[config.mk]
export PLATFORM = sky130hd
export DESIGN_NAME = fpir_top
export DESIGN_NICKNAME = d
export VERILOG_FILES = /design/src/rtl/fpir_pkg.sv /design/src/rtl/fpir_pwm_core.sv /design/src/rtl/fpir_top.sv
export SDC_FILE = /design/constraint.sdc
export NUM_CORES = 1
export LEC_CHECK = 0
export BUFFER_PORTS_ARGS = -buffer_cell sky130_fd_sc_hd__buf_4
export CAP_MARGIN = 15
export CORE_MARGIN = 2
export CORE_UTILIZATION = 60
export DETAILED_ROUTE_END_ITERATION = 12
export PLACE_DENSITY = 0.82
export SLEW_MARGIN = 20
export SYNTH_ARGS = -nofsm -noshare
export SYNTH_HDL_FRONTEND = slang
export SYNTH_SLANG_ARGS = --single-unit
[constraint.sdc]
create_clock -name clk_in -period 2.95 [get_ports clk_in]
set_input_delay 0.295 -clock clk_in [delete_from_list [all_inputs] [get_ports clk_in]]
set_output_delay 0.295 -clock clk_in [all_outputs]
set_load 0.02 [all_outputs]
[src/rtl/fpir_pkg.sv]
package fpir_pkg;
  localparam logic [7:0]  FPIR_PTR_OFS        = 8'h05;
  localparam logic [7:0]  FPIR_DATA_OFS       = 8'h06;
  localparam logic [6:0]  FPIR_IDX_FREQ       = 7'h00;
  localparam logic [6:0]  FPIR_IDX_VALUE      = 7'h01;
  localparam logic [6:0]  FPIR_IDX_MODE       = 7'h04;
  localparam logic [6:0]  FPIR_IDX_BANK       = 7'h4e;
  localparam logic [6:0]  FPIR_IDX_VALUE_PROG = 7'h09;
  localparam logic [7:0]  FPIR_BANK0          = 8'h00;
  localparam logic [7:0]  FPIR_BANK1          = 8'h01;
  localparam logic [7:0]  FPIR_FREQ_RST       = 8'h04;
  localparam logic [7:0]  FPIR_VALUE_RST      = 8'h7f;
  localparam logic        FPIR_MODE_RST       = 1'b1;
  localparam logic [7:0]  FPIR_DUTY_MAX       = 8'hfe;
  localparam int          FPIR_CLK_HZ         = 100000000;
  localparam int          FPIR_SRC0_HZ        = 93900;
  localparam int          FPIR_SRC1_HZ        = 1008;
  localparam int          FPIR_PWM_STEPS      = 255;
  // Tick rates are source rate times 255 steps, period rounded down
  localparam int          FPIR_TICK0_CYC      = FPIR_CLK_HZ / (FPIR_SRC0_HZ * FPIR_PWM_STEPS);
  localparam int          FPIR_TICK1_CYC      = FPIR_CLK_HZ / (FPIR_SRC1_HZ * FPIR_PWM_STEPS);
  localparam int          FPIR_DIV_W          = 11;
  localparam int          FPIR_BASE_W         = 16;
  localparam int          FPIR_CYC_W          = 9;
endpackage

[src/rtl/fpir_pwm_core.sv]
`timescale 1ns/10ps
module fpir_pwm_core
  import fpir_pkg::*;
(
  input  wire logic       clk_in,
  input  wire logic       rst_n_in,
  input  wire logic [7:0] freq_cfg_in,
  input  wire logic [7:0] duty_in,
  output logic            pwm_out
);
  logic [FPIR_CYC_W-1:0] cyc_reg, cyc_next;
  logic [FPIR_DIV_W-1:0] div_reg, div_next;
  logic [7:0]            step_reg, step_next;
  logic                  pwm_reg, pwm_next;
  logic                  src_tick, div_tick;
  logic [FPIR_CYC_W-1:0] cyc_lim;
  logic [FPIR_DIV_W-1:0] div_lim;

  function automatic logic [FPIR_DIV_W-1:0] fpir_map_div(input logic [3:0] code);
    logic [FPIR_DIV_W-1:0] m;
    m = '0;
    case (code)
      4'h8:    m = 11'd12;
      4'h9:    m = 11'd16;
      4'ha:    m = 11'd32;
      4'hb:    m = 11'd64;
      4'hc:    m = 11'd128;
      4'hd:    m = 11'd256;
      4'he:    m = 11'd512;
      4'hf:    m = 11'd1024;
      default: m = FPIR_DIV_W'(code) + 11'd1;
    endcase
    return m;
  endfunction

  always_comb begin
    cyc_lim = freq_cfg_in[7] ? FPIR_CYC_W'(FPIR_TICK1_CYC - 1)
                             : FPIR_CYC_W'(FPIR_TICK0_CYC - 1);
    div_lim = freq_cfg_in[7] ? fpir_map_div(freq_cfg_in[3:0]) - 11'd1
                             : FPIR_DIV_W'(freq_cfg_in[6:0]);
    src_tick  = (cyc_reg >= cyc_lim);
    cyc_next  = src_tick ? '0 : cyc_reg + 1'b1;
    div_tick  = src_tick && (div_reg >= div_lim);
    div_next  = div_reg;
    if (src_tick) begin
      div_next = div_tick ? '0 : div_reg + 1'b1;
    end
    step_next = step_reg;
    if (div_tick) begin
      step_next = (step_reg >= FPIR_DUTY_MAX) ? 8'h00 : step_reg + 8'h01;
    end
    pwm_next = (step_reg < duty_in);
  end

  always_ff @(posedge clk_in or negedge rst_n_in) begin
    if (!rst_n_in) begin
      cyc_reg  <= '0;
      div_reg  <= '0;
      step_reg <= 8'h00;
      pwm_reg  <= 1'b0;
    end else begin
      cyc_reg  <= cyc_next;
      div_reg  <= div_next;
      step_reg <= step_next;
      pwm_reg  <= pwm_next;
    end
  end

  assign pwm_out = pwm_reg;
endmodule

[src/rtl/fpir_top.sv]
`timescale 1ns/10ps
module fpir_top
  import fpir_pkg::*;
(
  input  wire logic       clk_in,
  input  wire logic       reset_n_in,
  input  wire logic [7:0] base_address_high_byte_in,
  input  wire logic [7:0] base_address_low_byte_in,
  input  wire logic [15:0] io_addr_in,
  input  wire logic       io_wr_in,
  input  wire logic       io_rd_in,
  input  wire logic [7:0] io_wdata_in,
  output logic [7:0]      io_rdata_out,
  output logic            io_hit_out,
  output logic            system_fan_output_out,
  output logic [5:0]      dc_level_out,
  output logic            fan_output_mode_select_out
);
  logic       rst_s1_reg, rst_n;
  logic [6:0] ptr_reg, ptr_next;
  logic [7:0] bank_reg, bank_next;
  logic [7:0] freq_reg, freq_next;
  logic [7:0] value_reg, value_next;
  logic       mode_reg, mode_next;
  logic [7:0] rdata_reg, rdata_next;
  logic [5:0] dc_reg, dc_next;
  logic [FPIR_BASE_W-1:0] base;
  logic       hit_ptr, hit_data, pwm_raw;
  logic [7:0] sel_rd;
  logic [7:0] freq_eff;

  always_ff @(posedge clk_in or negedge reset_n_in) begin
    if (!reset_n_in) begin
      rst_s1_reg <= 1'b0;
      rst_n      <= 1'b0;
    end else begin
      rst_s1_reg <= 1'b1;
      rst_n      <= rst_s1_reg;
    end
  end

  always_comb begin
    base     = {base_address_high_byte_in, base_address_low_byte_in};
    hit_ptr  = (io_addr_in == base + 16'(FPIR_PTR_OFS));
    hit_data = (io_addr_in == base + 16'(FPIR_DATA_OFS));
    sel_rd   = 8'h00;
    if (ptr_reg == FPIR_IDX_BANK) begin
      sel_rd = bank_reg;
    end else if (bank_reg == FPIR_BANK0) begin
      case (ptr_reg)
        FPIR_IDX_FREQ:  sel_rd = freq_reg;
        FPIR_IDX_VALUE: sel_rd = value_reg;
        FPIR_IDX_MODE:  sel_rd = {7'h00, mode_reg};
        default:        sel_rd = 8'h00;
      endcase
    end else if (bank_reg == FPIR_BANK1 && ptr_reg == FPIR_IDX_VALUE_PROG) begin
      sel_rd = value_reg;
    end
  end

  always_comb begin
    ptr_next   = ptr_reg;
    bank_next  = bank_reg;
    freq_next  = freq_reg;
    value_next = value_reg;
    mode_next  = mode_reg;
    rdata_next = rdata_reg;
    if (io_rd_in && hit_ptr) begin
      rdata_next = {1'b0, ptr_reg};
    end else if (io_rd_in && hit_data) begin
      rdata_next = sel_rd;
    end
    if (io_wr_in && hit_ptr) begin
      ptr_next = io_wdata_in[6:0];
    end else if (io_wr_in && hit_data) begin
      if (ptr_reg == FPIR_IDX_BANK) begin
        bank_next = io_wdata_in;
      end else if (bank_reg == FPIR_BANK0) begin
        case (ptr_reg)
          FPIR_IDX_FREQ: freq_next = io_wdata_in;
          FPIR_IDX_MODE: mode_next = io_wdata_in[0];
          default:       ;
        endcase
        // Index 01 in bank 0 ignores writes
      end else if (bank_reg == FPIR_BANK1 && ptr_reg == FPIR_IDX_VALUE_PROG) begin
        value_next = io_wdata_in;
      end
    end
    dc_next = value_reg[7:2];
  end

  always_ff @(posedge clk_in or negedge rst_n) begin
    if (!rst_n) begin
      ptr_reg   <= 7'h00;
      bank_reg  <= FPIR_BANK0;
      freq_reg  <= FPIR_FREQ_RST;
      value_reg <= FPIR_VALUE_RST;
      mode_reg  <= FPIR_MODE_RST;
      rdata_reg <= 8'h00;
      dc_reg    <= 6'h00;
    end else begin
      ptr_reg   <= ptr_next;
      bank_reg  <= bank_next;
      freq_reg  <= freq_next;
      value_reg <= value_next;
      mode_reg  <= mode_next;
      rdata_reg <= rdata_next;
      dc_reg    <= dc_next;
    end
  end

  // Frequency held at reset value while in DC mode
  assign freq_eff = mode_reg ? FPIR_FREQ_RST : freq_reg;

  fpir_pwm_core u_pwm (
    .clk_in      (clk_in),
    .rst_n_in    (rst_n),
    .freq_cfg_in (freq_eff),
    .duty_in     (value_reg),
    .pwm_out     (pwm_raw)
  );

  assign system_fan_output_out      = mode_reg ? 1'b0 : pwm_raw;
  assign dc_level_out               = mode_reg ? dc_reg : 6'h00;
  assign fan_output_mode_select_out = mode_reg;
  assign io_rdata_out               = rdata_reg;
  assign io_hit_out                 = hit_ptr | hit_data;
endmodule

==> reports/results.ini, run 1 <==
[placed_design]
dpl.hpwl_um=10510
gp_congestion=0.9540
dpl_cell_area_mm2=0.006411
dp.cells=789
port-buffer-count=60

[global_routing]
grt_usage=0.2970
grt_pass1_vias=4986
grt_max_degree=41
grt_pass1_wl_um=23950
overflow=0
grt_antenna_before_repair=0

[power]
p_total_mw=3.004
comb_power_share=0.302
p_per_area_mw_per_mm2=440.0
p_leak_nw=3.033
vdd_drop_max_uv=482.0
p_sw_mw=1.098
p_clk_frac=0.282
pwr-share-seq=0.416
p_int_mw=1.906
power_switching_share=0.3654

[logic_synthesis]
synth_flop_cell=dfrtp_1
synth_top_area_share=0.3067
yosys_warnings=0
synth_compound_gate_area_share=0.1811
synth-simple-area-share=0.2086
synth-seq-cells=77
synth_area_per_cell_um2=9.264
syn_nets=676
syn_inst=599
synthMuxAreaShare=0.07238
yosys-top-cells-area=dfrtp_1 (31%), ha_1 (7.4%), mux2_2 (6.7%)
yosysMostFrequentCell=dfrtp_1
synth_top_family_by_area=simple AND/OR/NAND/NOR gates
synth_fa_ha_area_frac=0.07441
synth_edf_count=0
seq_area_frac_synth=0.3493
synth_area_leader_cell=dfrtp_1
netlist_area_mm2=0.005549
ys_async_sr_fraction=1.000
yosysUniqueCellTypes=69
synth-xor-area-share=0.07260
synth_common_cells=dfrtp_1 (68), nor2_1 (40), inv_1 (34), ha_1 (33), mux2_2 (33)

[run_status]
status=finished with violations
violations=setup timing

[clocking]
cts.sinks=77
cts_tree=done
path_clk_slew_ps=100
clockBufferDepth=2
cts_root_buf=clkbuf_8
cts_made_buffers=9
clock_latency_ps=370
htree_levels=3

[layout]
fill_cells=667
postLayoutCellArea_mm2=0.006827
multi_input_comb_area_mm2=0.003587
area_growth_pct=23.02
fin_cells=808
antenna_cells=0
drive_gt1_frac=0.2970
final_util=0.7495
largest_register_ff_count=11
nets=769
ff_latch_area_mm2=0.001939

[timing]
post-route-period-util=1.198
tightest_slew_ps=777.8
setup_ws_ps=-584.7
finalHoldViolations=0
rsz0062_at_grt=true
finalSetupTns_ps=-10130
clock_skew_ps=16.44
period_needed_ps=3535
max_freq_mhz=282.9
setup_viol_count_final=19
finalMaxSlewViolations=0
slew_headroom=0.4815

[drt]
vias=5141
drtPass1Iterations=5
vias_per_cell=6.363
drc=0
drt_iter0_drc=320
wl_um=14640
wl_per_cell_um=18.12
ant_nets=0

[flow_run]
cap_viol_max_count=0

[die]
core-area_mm2=0.009109
die_y_um=100.2
dieArea_mm2=0.01003
die_w_um=100.2
initial_core_util=0.6092
ioPinCount=61
row_count=35

[worst_setup_path]
critPathMaxFanout=7
required_ps=3200
cp-end-kind=register
crit_type=reg -> reg
cp-start-kind=register
cp.arrival_ps=3780

[hold_path]
hold_class=in -> reg

worst max-delay path, cell delays in order (launching register included):
cell	delay, ps
dfstp_2	560
nand2b_4	150
inv_4	40
ha_4	150
o21bai_4	170
a311oi_2	220
and3_1	220
a21boi_4	200
xnor2_1	130
nand2_1	110
ha_4	220
a2111o_1	400
nor3_1	230
nor2_2	80
nand3_2	150
buf_4	140
nand2b_4	170
o31ai_1	90
stage by stage:
step | setup slack (ps) | hold slack (ps)
6_report | -584.7 | 199.6
2_1_floorplan | -737.4 | -0.5911
3_5_place_dp | -708.9 | 78.62
4_1_cts | -600.7 | 192.9
3_3_place_gp | -495.4 | 77.99
5_1_grt | -797.8 | 202.3
power by group through the flow:
stage,clock [mW],combinational [mW],sequential (mW)
CTS,0.851,0.827,1.24
detailed placement,0,0.754,1.26
floorplan,0,0.516,1.23
global placement,0,0.711,1.25
global route,0.906,0.980,1.26
finish,0.848,0.907,1.25
final timing paths:
check	startpoint	to	cells after the start	slack [ps]
worst max-delay path	fan_output_mode_select_out$_DFFE_PN1P_	u_pwm.step_reg[6]$_DFFE_PN0P_	17	-580
worst min-delay path	io_wdata_in[5]	ptr_reg[5]$_DFFE_PN0P_	2	200
worst max register to register	fan_output_mode_select_out$_DFFE_PN1P_	u_pwm.step_reg[6]$_DFFE_PN0P_	17	-580
worst min register to register	rst_n$_DFF_PN0_	dc_reg[4]$_DFF_PN0_	0	370
max in group asynchronous	rst_n$_DFF_PN0_	freq_reg[2]$_DFFE_PN1P_	1	1840
min in group asynchronous	reset_n_in	rst_n$_DFF_PN0_	2	220
cell type report:
type	instances	area share
Clock buffer	9	0.01815
Clock inverter	7	0.01210
Inverter	34	0.01906
Multi-Input combinational cell	467	0.5255
Sequential cell	77	0.2841
Tap cell	111	0.02034
Timing Repair Buffer	103	0.1208
repair_timing:
action | 4_1_cts | 5_1_grt
pin swaps | 1 | 5
endpoints found under the setup margin | 19 | 20
hold endpoints to repair | 2 | 0
resized for setup | 20 | 22
buffers inserted | 0 | 2
hold buffers | 1 | 0
kinds of logic (layout without fill, tap and decap cells):
kind of cell,count (synthesis),in the layout
compound gates,143,143
xor+xnor,46,46
fa+ha+maj,33,33
buf+inv,55,153
flops,77,77
mux,36,36
other cells,1,1
simple gates,208,208
per-layer routing:
layer  global-route usage  wire length (µm)  vias to the layer above
met5                    0                 0                        -
met4              0.08535               344                        0
met3              0.03900               700                       41
met2               0.4997              7279                      204
met1               0.4040              6319                     2488
li1                     -                 -                     2408
cells in the final DEF (no fill, tap or decap), drive strengths merged, types with 26 or more instances in the layout:
master,instances
mux2,33
nand2,34
a21oi,28
ha,33
nor2,40
inv,37
buf,102
o21ai,26
xnor2,27
dfrtp,68
No activity file was read; power rests on OpenSTA's default activity.
==> run 2: changes to the inputs <==
CELL_PAD_IN_SITES_DETAIL_PLACEMENT = 1   (was not set)
CELL_PAD_IN_SITES_GLOBAL_PLACEMENT = 1   (was not set)
CORE_UTILIZATION = 46   (was 60)
==> reports/results.ini, run 2 (synthesis results as in run 1) <==
[run_status]
status=finished with violations
violations=setup timing

[placed_design]
port-buffer-count=60  ; unchanged
dpl.hpwl_um=12350  ; +18%
dp_slack_ps=-779.5  ; -70.68 ps
gp_congestion=0.8760  ; -8.2%
dpl_cell_area_mm2=0.006501  ; +1.4%

[drt]
drt_iter0_drc=491  ; +53%
wl_per_cell_um=23.15  ; +28%
vias_per_cell=6.388  ; +0.40%
drtPass1Iterations=5  ; unchanged
wl_um=19870  ; +36%
ant_nets=0  ; unchanged
drc=0  ; unchanged
vias=5481  ; +6.6%

[clocking]
cts_made_buffers=9  ; unchanged
cts_root_buf=clkbuf_16
htree_levels=3  ; unchanged
cts_tree=done
clock_latency_ps=350  ; -20 ps
cts.sinks=77  ; unchanged
path_clk_slew_ps=60  ; -40 ps
clockBufferDepth=2  ; unchanged

[worst_setup_path]
cp-start-kind=register
ff2ff_path_depth=15  ; -2
critPathMaxFanout=5  ; -2
crit_type=reg -> reg
required_ps=3220  ; +20 ps
cp.arrival_ps=4100  ; +320 ps
cp-end-kind=register

[timing]
finalMaxSlewViolations=0  ; unchanged
finalHoldViolations=0  ; unchanged
setup_viol_count_final=19  ; unchanged
period_needed_ps=3830  ; +294.9 ps
clock_skew_ps=6.947  ; -9.490 ps
tightest_slew_ps=848.6  ; +70.83 ps
post-route-period-util=1.298  ; +0.09998
setup_ws_ps=-879.6  ; -294.9 ps
rsz0062_at_grt=true
slew_headroom=0.4342  ; -0.04722
max_freq_mhz=261.1  ; -7.7%

[global_routing]
grt_usage=0.2934  ; -0.003507
grt_max_degree=42  ; +2.4%
grt_pass1_wl_um=30130  ; +26%
grt_antenna_before_repair=0  ; unchanged
grt_pass1_vias=5790  ; +16%
overflow=0  ; unchanged

[die]
core-area_mm2=0.01191  ; +31%
die_w_um=113.8  ; +14%
initial_core_util=0.4659  ; -0.1433
ioPinCount=61  ; unchanged
row_count=40  ; +14%
dieArea_mm2=0.01296  ; +29%
die_y_um=113.8  ; +14%

[layout]
final_common_cell=buf_4
drive_gt1_frac=0.3376  ; +0.04057
area_growth_pct=30.10
final_cell_mix=buf_4 (109), dfrtp_1 (67), nor2_1 (34), mux2_2 (33)
ff_latch_area_mm2=0.001939  ; unchanged
largest_register_ff_count=11  ; unchanged
multi_input_comb_area_mm2=0.003696  ; +3.0%
fill_cells=1322  ; +98%
postLayoutCellArea_mm2=0.007219  ; +5.8%
nets=783  ; +1.8%
antenna_cells=0  ; unchanged

[power]
p_leak_nw=3.169  ; +4.5%
vdd_drop_max_uv=560.3  ; +16%
p_per_area_mw_per_mm2=486.7  ; +11%

[hold_path]
hold_class=in -> reg
hold_depth=2  ; unchanged

[flow_run]
cap_viol_max_count=0  ; unchanged

-- run 2: cell type report --
class	count	area share
timing repair buffer	117	0.1298
sequential	77	0.2686
clock inverter	6	0.01300
inverter	34	0.01802
clock buffer	10	0.03310
tap	147	0.02548
multi-input combinational	467	0.5120
-- run 2: power by group --
| part | leakage (nW) | internal, mW | switching (mW) |
|---|---|---|---|
| Sequential | 1.02 | 1.13 | 0.145 |
| Combinational | 1.99 | 0.400 | 0.596 |
| Clock | 0.159 | 0.770 | 0.475 |
| Total | 3.17 | 2.30 | 1.22 |
-- run 2: what timing repair did --
action	4_1_cts	5_1_grt
endpoints found under the setup margin	20	25
buffers inserted	6	4
hold endpoints to repair	2	0
pin swaps	13	17
gates resized for setup	31	40
hold buffers	1	0
-- run 2: path summary, 6_finish.rpt --
kind	start	endpoint	slack [ps]
min	io_wdata_in[6]	ptr_reg[6]$_DFFE_PN0P_	210
max in group asynchronous	rst_n$_DFF_PN0_	freq_reg[2]$_DFFE_PN1P_	1810
min in group asynchronous	reset_n_in	rst_n$_DFF_PN0_	260
max	fan_output_mode_select_out$_DFFE_PN1P_	u_pwm.step_reg[3]$_DFFE_PN0P_	-880
max reg2reg	fan_output_mode_select_out$_DFFE_PN1P_	u_pwm.step_reg[3]$_DFFE_PN0P_	-880
min reg2reg	rst_s1_reg$_DFF_PN0_	rst_n$_DFF_PN0_	360
-- run 2: critical path: stages, from the launching register on --
cell and delay [ps]:
dfstp_2 590, nand2b_4 210, inv_4 60, ha_4 160
o21bai_4 160, a311oi_2 230, buf_4 160, nand2_1 60
xnor2_1 160, a211o_1 340, ha_1 310, nand3_1 90
o211ai_1 320, nand3_4 200, nor3_1 460, o22a_1 240
-- run 2: per-stage QoR --
stage,cells,hold slack [ps],TNS [ps],util,power [mW]
2_1_floorplan,599,-0.5911,-11170,-,1.745
3_5_place_dp,831,78.68,-14060,0.5458,2.067
3_3_place_gp,831,77.26,-9380,0.5458,2.003
6_report,858,214.9,-15720,0.6061,3.514
5_1_grt,858,212.5,-17410,0.6061,3.639
4_1_cts,854,215.6,-13010,0.5890,3.383
-- run 2: layer usage --
| metal | global-route usage | vias to the layer above | wire (µm) |
|---|---|---|---|
| li1 | - | 2421 | - |
| met1 | 0.3600 | 2762 | 7971 |
| met2 | 0.5194 | 212 | 9958 |
| met3 | 0.04782 | 86 | 997 |
| met4 | 0.1098 | 0 | 937 |
| met5 | 0 | - | 0 |
